<file path="src/pkg/iowdt_pkg.sv">
// Package with port addresses, codes and timing constants of the I/O port watchdog.
package iowdt_pkg;
  localparam logic [15:0] IOWDT_DISABLE_ADDR = 16'h0080;
  localparam logic [15:0] IOWDT_INTERVAL_ADDR = 16'h0443;
  localparam logic [15:0] IOWDT_ACTION_ADDR = 16'h0444;
  localparam logic [2:0] IOWDT_ACT_RESET = 3'h0;
  localparam logic [2:0] IOWDT_ACT_NMI = 3'h1;
  localparam logic [2:0] IOWDT_ACT_IRQ10 = 3'h2;
  localparam logic [2:0] IOWDT_ACT_IRQ11 = 3'h3;
  localparam logic [2:0] IOWDT_ACT_IRQ15 = 3'h4;
  localparam logic [2:0] IOWDT_ACTION_RESET_VALUE = 3'h0;
  localparam logic [7:0] IOWDT_INTERVAL_RESET_VALUE = 8'h00;
  localparam int IOWDT_CLK_HZ = 50000000;
  localparam int IOWDT_TICK_S = 1;
  localparam int IOWDT_TICK_CYCLES = IOWDT_CLK_HZ * IOWDT_TICK_S;
  localparam int IOWDT_RESET_PULSE_CYCLES = 16;
  typedef enum logic [1:0] {
    IOWDT_IDLE = 2'b00,
    IOWDT_RUN = 2'b01,
    IOWDT_FIRED = 2'b11
  } iowdt_state_type;
endpackage

</file>
<file path="src/verilog/iowdt_prescaler.sv">
// One-second tick generator for the I/O port watchdog.
`timescale 1ns/1ps
`default_nettype none
module iowdt_prescaler import iowdt_pkg::*; #(
  parameter int TICK_CYCLES = IOWDT_TICK_CYCLES
) (
  input wire logic i_ref_clk,
  input wire logic i_resetn,
  input wire logic i_restart,
  output logic o_tick
);
  logic [25:0] count;
  wire last = (count == 26'(TICK_CYCLES - 1));
  // Restart aligns the first second to the interval write, so the first expiry is never short.
  always_ff @(posedge i_ref_clk) begin
    if (!i_resetn || i_restart || last) begin
      count <= 26'h0;
    end else begin
      count <= count + 26'h1;
    end
  end
  always_ff @(posedge i_ref_clk) begin
    if (!i_resetn) begin
      o_tick <= 1'b0;
    end else begin
      o_tick <= last && !i_restart;
    end
  end
endmodule
`default_nettype wire

</file>
<file path="src/verilog/iowdt_top.sv">
// Top of the I/O port watchdog: port decode, countdown and timeout response.
`timescale 1ns/1ps
`default_nettype none
module iowdt_top import iowdt_pkg::*; #(
  parameter int TICK_CYCLES = IOWDT_TICK_CYCLES
) (
  input wire logic i_ref_clk,
  input wire logic i_resetn,
  input wire logic [15:0] i_io_addr,
  input wire logic [7:0] i_io_wdata,
  input wire logic i_io_wr,
  input wire logic i_io_rd,
  output logic o_sys_reset,
  output logic o_nmi,
  output logic o_irq10,
  output logic o_irq11,
  output logic o_irq15,
  output logic o_running,
  output logic [7:0] o_remaining
);
  iowdt_state_type state;
  iowdt_state_type next_state;
  logic [2:0] action;
  logic [7:0] remaining;
  logic [4:0] rst_cnt;
  logic tick;

  // Full 16-bit compare: a partial decode would alias the ports onto neighbouring addresses.
  function automatic logic port_hit(input logic [15:0] addr, input logic [15:0] port);
    return addr == port;
  endfunction

  function automatic logic action_is(input logic [2:0] act, input logic [2:0] code);
    return act == code;
  endfunction

  wire wr_interval = i_io_wr && port_hit(i_io_addr, IOWDT_INTERVAL_ADDR);
  wire wr_action = i_io_wr && port_hit(i_io_addr, IOWDT_ACTION_ADDR);
  wire rd_disable = i_io_rd && port_hit(i_io_addr, IOWDT_DISABLE_ADDR);
  wire load_ok = wr_interval && (i_io_wdata != 8'h00);
  wire expire = (state == IOWDT_RUN) && tick && (remaining == 8'h01);
  wire fire_reset = expire && action_is(action, IOWDT_ACT_RESET);
  wire start_pulse = fire_reset && !wr_interval && !rd_disable;
  wire count_step = (state == IOWDT_RUN) && tick && (remaining != 8'h00);

  iowdt_prescaler #(.TICK_CYCLES(TICK_CYCLES)) u_prescaler (
    .i_ref_clk(i_ref_clk),
    .i_resetn(i_resetn),
    .i_restart(wr_interval),
    .o_tick(tick)
  );

  // A disable read wins over a write in the same cycle; zero interval is taken as stop.
  always_comb begin
    next_state = state;
    case (state)
      IOWDT_IDLE: begin
        if (load_ok && !rd_disable) begin
          next_state = IOWDT_RUN;
        end
      end
      IOWDT_RUN: begin
        if (rd_disable || (wr_interval && !load_ok)) begin
          next_state = IOWDT_IDLE;
        end else if (expire && !wr_interval) begin
          next_state = IOWDT_FIRED;
        end
      end
      IOWDT_FIRED: begin
        if (rd_disable) begin
          next_state = IOWDT_IDLE;
        end else if (load_ok) begin
          next_state = IOWDT_RUN;
        end else if (wr_interval) begin
          next_state = IOWDT_IDLE;
        end
      end
      default: begin
        next_state = IOWDT_IDLE;
      end
    endcase
  end

  always_ff @(posedge i_ref_clk) begin
    if (!i_resetn) begin
      state <= IOWDT_IDLE;
    end else begin
      state <= next_state;
    end
  end

  always_ff @(posedge i_ref_clk) begin
    if (!i_resetn) begin
      action <= IOWDT_ACTION_RESET_VALUE;
    end else if (wr_action) begin
      action <= i_io_wdata[2:0];
    end
  end

  // Load beats the tick, so a refresh landing on a second boundary is never lost.
  always_ff @(posedge i_ref_clk) begin
    if (!i_resetn) begin
      remaining <= IOWDT_INTERVAL_RESET_VALUE;
    end else if (wr_interval) begin
      remaining <= i_io_wdata;
    end else if (count_step) begin
      remaining <= remaining - 8'h01;
    end
  end

  // The system reset is a fixed-length pulse; held interrupt levels stay until software reacts.
  always_ff @(posedge i_ref_clk) begin
    if (!i_resetn) begin
      rst_cnt <= 5'h00;
      o_sys_reset <= 1'b0;
    end else begin
      if (start_pulse) begin
        rst_cnt <= 5'(IOWDT_RESET_PULSE_CYCLES);
      end else if (rst_cnt != 5'h00) begin
        rst_cnt <= rst_cnt - 5'h01;
      end
      o_sys_reset <= (rst_cnt != 5'h00);
    end
  end

  wire next_fired = (next_state == IOWDT_FIRED);
  wire next_running = (next_state == IOWDT_RUN);
  wire next_nmi = next_fired && action_is(action, IOWDT_ACT_NMI);
  wire next_irq10 = next_fired && action_is(action, IOWDT_ACT_IRQ10);
  wire next_irq11 = next_fired && action_is(action, IOWDT_ACT_IRQ11);
  wire next_irq15 = next_fired && action_is(action, IOWDT_ACT_IRQ15);
  // Codes 5 to 7 match no line: the state still fires, but nothing reaches the processor.
  always_ff @(posedge i_ref_clk) begin
    if (!i_resetn) begin
      o_nmi <= 1'b0;
      o_irq10 <= 1'b0;
      o_irq11 <= 1'b0;
      o_irq15 <= 1'b0;
      o_running <= 1'b0;
      o_remaining <= 8'h00;
    end else begin
      o_nmi <= next_nmi;
      o_irq10 <= next_irq10;
      o_irq11 <= next_irq11;
      o_irq15 <= next_irq15;
      o_running <= next_running;
      o_remaining <= remaining;
    end
  end

  // Checks.
  AST_ACTION_STORED: assert property (@(posedge i_ref_clk) disable iff (!i_resetn)
    wr_action |=> (action == $past(i_io_wdata[2:0])))
    else $error("action select not stored");
  AST_RESET_PULSE: assert property (@(posedge i_ref_clk) disable iff (!i_resetn)
    (fire_reset && !wr_interval && !rd_disable) |=> ##1 o_sys_reset [*8])
    else $error("system reset pulse missing");
  AST_IRQ_RAISED: assert property (@(posedge i_ref_clk) disable iff (!i_resetn)
    (expire && !wr_interval && !rd_disable && action == IOWDT_ACT_IRQ11) |=> o_irq11)
    else $error("irq11 not raised on expiry");
  AST_LOAD_VALUE: assert property (@(posedge i_ref_clk) disable iff (!i_resetn)
    wr_interval |=> (remaining == $past(i_io_wdata)))
    else $error("interval not loaded");
  AST_ONE_PER_TICK: assert property (@(posedge i_ref_clk) disable iff (!i_resetn)
    (!tick && !wr_interval) |=> (remaining == $past(remaining)))
    else $error("count moved without a tick");
  AST_REFRESH_RUN: assert property (@(posedge i_ref_clk) disable iff (!i_resetn)
    (load_ok && !rd_disable) |=> (state == IOWDT_RUN) && !o_nmi && !o_irq10)
    else $error("refresh did not restart countdown");
  AST_DISABLE_STOPS: assert property (@(posedge i_ref_clk) disable iff (!i_resetn)
    (rd_disable && !wr_interval) |=> (state == IOWDT_IDLE) ##1 !o_nmi && !o_irq15)
    else $error("disable read did not stop watchdog");
  AST_IDLE_NO_FIRE: assert property (@(posedge i_ref_clk) disable iff (!i_resetn)
    (state == IOWDT_IDLE && !load_ok) |=> (state == IOWDT_IDLE))
    else $error("watchdog left idle without interval write");
  AST_RESET_ENDS: assert property (@(posedge i_ref_clk) disable iff (!i_resetn)
    start_pulse |=> ##1 o_sys_reset [*8] ##1 o_sys_reset [*8] ##1 !o_sys_reset)
    else $error("system reset pulse length wrong");
  AST_EXPIRE_NMI: assert property (@(posedge i_ref_clk) disable iff (!i_resetn)
    (expire && !wr_interval && !rd_disable && action == IOWDT_ACT_NMI) |=> o_nmi)
    else $error("nmi not raised on expiry");
  AST_EXPIRE_IRQ10: assert property (@(posedge i_ref_clk) disable iff (!i_resetn)
    (expire && !wr_interval && !rd_disable && action == IOWDT_ACT_IRQ10) |=> o_irq10)
    else $error("irq10 not raised on expiry");
  AST_EXPIRE_IRQ15: assert property (@(posedge i_ref_clk) disable iff (!i_resetn)
    (expire && !wr_interval && !rd_disable && action == IOWDT_ACT_IRQ15) |=> o_irq15)
    else $error("irq15 not raised on expiry");
  AST_UNUSED_SILENT: assert property (@(posedge i_ref_clk) disable iff (!i_resetn)
    (expire && !wr_interval && !rd_disable && action > IOWDT_ACT_IRQ15) |=>
    (state == IOWDT_FIRED) && !o_nmi && !o_irq10 && !o_irq11 && !o_irq15)
    else $error("unused action code raised a line");
  AST_LINES_ONEHOT: assert property (@(posedge i_ref_clk) disable iff (!i_resetn)
    $onehot0({o_nmi, o_irq10, o_irq11, o_irq15}))
    else $error("more than one interrupt line high");
  AST_IRQ_HELD: assert property (@(posedge i_ref_clk) disable iff (!i_resetn)
    (o_irq10 && !rd_disable && !wr_interval && !wr_action) |=> o_irq10)
    else $error("irq10 dropped without software action");
  AST_LINES_NEED_FIRE: assert property (@(posedge i_ref_clk) disable iff (!i_resetn)
    (o_nmi || o_irq10 || o_irq11 || o_irq15) |-> (state == IOWDT_FIRED))
    else $error("interrupt line high outside fired state");
  AST_ZERO_STOPS: assert property (@(posedge i_ref_clk) disable iff (!i_resetn)
    (wr_interval && !load_ok) |=> (state == IOWDT_IDLE))
    else $error("zero interval did not stop watchdog");
  AST_DECREMENT: assert property (@(posedge i_ref_clk) disable iff (!i_resetn)
    (count_step && !wr_interval) |=> (remaining == $past(remaining) - 8'h01))
    else $error("count did not step down on tick");
  AST_ACTION_KEPT: assert property (@(posedge i_ref_clk) disable iff (!i_resetn)
    !wr_action |=> $stable(action))
    else $error("action changed without a write");
  AST_REMAINING_COPY: assert property (@(posedge i_ref_clk) disable iff (!i_resetn)
    1'b1 |=> (o_remaining == $past(remaining)))
    else $error("remaining output does not follow count");
  AST_RUN_OUTPUT: assert property (@(posedge i_ref_clk) disable iff (!i_resetn)
    o_running == (state == IOWDT_RUN))
    else $error("running output does not match state");
  AST_IDLE_QUIET: assert property (@(posedge i_ref_clk) disable iff (!i_resetn)
    (state == IOWDT_IDLE) |-> !o_running && !o_nmi && !o_irq10 && !o_irq11 && !o_irq15)
    else $error("output active while idle");

  // Main scenarios reached by the bench.
  COV_FIRE_RESET: cover property (@(posedge i_ref_clk) disable iff (!i_resetn) fire_reset);
  COV_FIRE_NMI: cover property (@(posedge i_ref_clk) disable iff (!i_resetn) o_nmi);
  COV_REFRESH: cover property (@(posedge i_ref_clk) disable iff (!i_resetn) (state == IOWDT_RUN) && load_ok);
  COV_DISABLE: cover property (@(posedge i_ref_clk) disable iff (!i_resetn) (state == IOWDT_RUN) && rd_disable);
  COV_UNUSED_CODE: cover property (@(posedge i_ref_clk) disable iff (!i_resetn) expire && (action > IOWDT_ACT_IRQ15));
endmodule
`default_nettype wire
</file>
<file path="config.mk">
export PLATFORM = sky130hd
export DESIGN_NAME = iowdt_top
export DESIGN_NICKNAME = d
export VERILOG_FILES = /design/src/pkg/iowdt_pkg.sv /design/src/verilog/iowdt_prescaler.sv /design/src/verilog/iowdt_top.sv
export SDC_FILE = /design/constraint.sdc
export NUM_CORES = 1
export LEC_CHECK = 0
export BUFFER_PORTS_ARGS = -buffer_cell sky130_fd_sc_hd__buf_4
export CAP_MARGIN = 20
export CELL_PAD_IN_SITES_DETAIL_PLACEMENT = 0
export CELL_PAD_IN_SITES_GLOBAL_PLACEMENT = 1
export CORE_AREA = 8 8 74 108
export DETAILED_ROUTE_END_ITERATION = 8
export DIE_AREA = 0 0 82 116
export GPL_TIMING_DRIVEN = 0
export PLACE_DENSITY_LB_ADDON = 0.05
export SLEW_MARGIN = 20
export SYNTH_ARGS = -nofsm -noshare
export SYNTH_HDL_FRONTEND = slang
export SYNTH_SLANG_ARGS = --single-unit
export TNS_END_PERCENT = 10
</file>
<file path="constraint.sdc">
create_clock -name i_ref_clk -period 1.94 [get_ports i_ref_clk]
set_input_delay 0.194 -clock i_ref_clk [delete_from_list [all_inputs] [get_ports i_ref_clk]]
set_output_delay 0.194 -clock i_ref_clk [all_outputs]
set_load 0.005 [all_outputs]
</file>
==> flow_metrics.py <==
metrics = {
    "status": {
        "status": "finished clean",
    },
    "cells_and_area": {
        "mostFrequentLayoutCells": "dfxtp_1, nor2_1, buf_4, xor2_1, nand2_1",
        "seq_area_sq_mm": 0.00118,
        "areaGrowthSynthToFinish_pct": 25.4,
        "multiInputGateArea_sq_mm": 0.00142,
        "layout-drive-gt1-share": 0.236,
        "fin_nets": 377,
        "final_cells": 424,
        "fillers": 638,
        "layout_commonest_cell": "dfxtp_1",
        "antenna_cells": 0,
    },
    "sta": {
        "finalSetupViolCount": 0,
        "period_needed_ns": 1.88,
        "tns_ns": 0,
        "slew_violations": 0,
        "worst_pin_slew_ns": 0.644,
        "hold_viol_final": 0,
        "fmax_mhz": 532,
        "hold_ws_ns": 0.134,
        "grt_setup_unrepaired": "true",
        "finClkSkew_ns": 0.00662,
        "slew_headroom": 0.567,
        "fin_crit_sh": 0.968,
        "fin_ws_ns": 0.0620,
    },
    "die": {
        "die_area_sq_mm": 0.00951,
        "row_count": 36,
        "die_w_um": 82,
        "die_h_um": 116,
        "initial_core_util": 0.409,
        "core-area_sq_mm": 0.00640,
        "ios": 42,
    },
    "synth": {
        "synth_cell_types": 41,
        "async_flop_share": 0,
        "netlist_area_sq_mm": 0.00262,
        "syn_area_per_cell_sq_um": 9.03,
        "ys_ff_latch": 59,
        "synthCells": 290,
        "synth_top_flop_cell": "dfxtp_1",
        "synth-edff-count": 0,
        "syn_nets": 324,
        "ys_warn_count": 0,
        "synth.yosys.seq_area_share": 0.451,
    },
    "clock_tree": {
        "cts_tree": "done",
        "ctsLongestPathBuffers": 2,
        "clockRootBuffer": "clkbuf_8",
        "clock-sinks": 59,
        "insertion_delay_ns": 0.33,
        "cts_made_buffers": 9,
        "hold_buffers": 0,
        "clk_pin_slew_ns": 0.07,
        "htree_levels": 3,
    },
    "setup_path": {
        "critPathLaunchType": "flop",
        "cp.required_ns": 2.20,
        "cpMaxStageDelayCell": "or4_4",
        "critPathCaptureType": "flop",
        "slowest_delay_ns": 0.46,
        "cp_num_buf_inv": 0,
        "worstPathArrival_ns": 2.14,
        "cp_cell_sequence": "nor4_4 > nor4b_4 > o21ai_2 > or4_4 > nor3b_2",
        "worstSetupPathType": "reg -> reg",
        "path_delay_family": "simple AND/OR/NAND/NOR gates",
        "worstPathMaxFanout": 4,
    },
    "global_routing": {
        "grt_max_degree": 11,
        "grt_overflow": 0,
        "antenna_found_initial": 0,
        "grt_pass1_vias": 2086,
        "grt_util_all_layers": 0.131,
        "grt_pass1_wl_um": 9510,
    },
    "route": {
        "detail-route-antenna-nets": 0,
        "drtIter0Drc": 74,
        "drt_pre_antenna_iters": 4,
        "wl_per_cell_um": 14.0,
        "routed_wl_um": 5940,
        "drc": 0,
        "vias_per_cell": 4.99,
        "vias": 2114,
    },
    "power_and_ir_drop": {
        "power_density_mw_per_mm2": 836,
        "p_total_mw": 2.75,
        "peakVddDrop_uv": 510,
        "power.leakage_nw": 1.26,
    },
    "job": {
        "drv_cap": 0,
    },
    "placement": {
        "dp_cells": 407,
        "io_buffers": 41,
        "place_ws_ns": -0.123,
        "hpwlAfterDp_um": 4430,
        "routabilityCongestion": 0.726,
    },
    "hold_path": {
        "hp-class": "in -> reg",
    },
}
sequential cells by signal, indices dropped and copies added (netlist names):
name	flops
o_nmi	1
state	2
o_running	1
o_irq15	1
u_prescaler.count	26
o_remaining	8
o_sys_reset	1
o_irq11	1
action	3
o_irq10	1
remaining	8
u_prescaler.o_tick	1
rst_cnt	5
cells by family after synthesis:
kind of cell    count (synthesis)  synth area share
compound gates                 24            0.0616
simple gates                  147             0.307
flops                          59             0.451
mux                             4            0.0153
xor+xnor                       33             0.110
buf+inv                        17            0.0263
fa+ha+maj                       6            0.0287
final cells by class:
type	instances	share of cell area
multi-input combinational	214	0.433
sequential	59	0.360
timing repair buffer	42	0.0960
clock buffer	11	0.0430
tap	76	0.0290
clock inverter	5	0.0160
buffer	8	0.0126
inverter	9	0.0103
synthesized netlist by cell type (all sizes together), types with 2 or more instances:
library cell,instances,share of area
xor2,21,0.070
nand2,17,0.024
nor4,7,0.019
or3,3,0.011
a21oi,11,0.021
nand3b,2,0.0057
clkbuf,4,0.0057
nand4,10,0.024
nor3b,3,0.012
xnor2,12,0.040
mux2i,4,0.015
nor2,52,0.075
nand3,15,0.031
and2,9,0.022
inv,9,0.013
and4,2,0.0067
a211oi,3,0.0086
nor3,10,0.019
and3,6,0.014
nand4b,2,0.0067
o21ai,6,0.013
dfxtp,59,0.45
nor4b,4,0.019
buf,4,0.0076
ha,6,0.029
where the power goes:
group / internal (mW) / switching, mW
Sequential: 1.27 / 0.0415
Combinational: 0.177 / 0.167
Clock: 0.621 / 0.472
Total: 2.07 / 0.680
metrics by stage:
| stage | cell area (sq um) | utilization |
|---|---|---|
| 6_report | 3280 | 0.513 |
| 5_1_grt | 3280 | 0.513 |
| 4_1_cts | 3230 | 0.505 |
| 3_5_place_dp | 3020 | 0.472 |
| 3_3_place_gp | 3020 | 0.472 |
| 2_1_floorplan | 2620 | - |
what timing repair did:
item / 4_1_cts / 5_1_grt
pin swaps: 0 / 3
gates resized for setup: 3 / 12
buffers inserted: 0 / 1
endpoints found under the hold margin: 0 / 0
endpoints found under the setup margin: 25 / 29
worst paths after layout:
kind	startpoint	endpoint	slack [ns]	cells past startpoint
setup / recovery	remaining[5]	o_irq10	0.06	5
hold / removal	i_io_wdata[2]	action[2]	0.13	3
setup reg to reg	remaining[5]	o_irq10	0.06	5
hold reg to reg	u_prescaler.count[0]	u_prescaler.count[0]	0.47	1
per-layer routing:
metal / vias up / track usage / wire length [um] / share of wire
met5: - / 0 / 0 / 0
met3: 9 / 0.0326 / 211 / 0.036
met2: 22 / 0.245 / 3340 / 0.56
met4: 0 / 0.0647 / 108 / 0.018
met1: 981 / 0.126 / 2280 / 0.38
li1: 1102 / - / - / -
tightest hold or removal path: stages:
cell	delay, ns
buf_4	0.11
mux2i_1	0.06
nor2_1	0.07
Power figures use the tool's default switching activity.
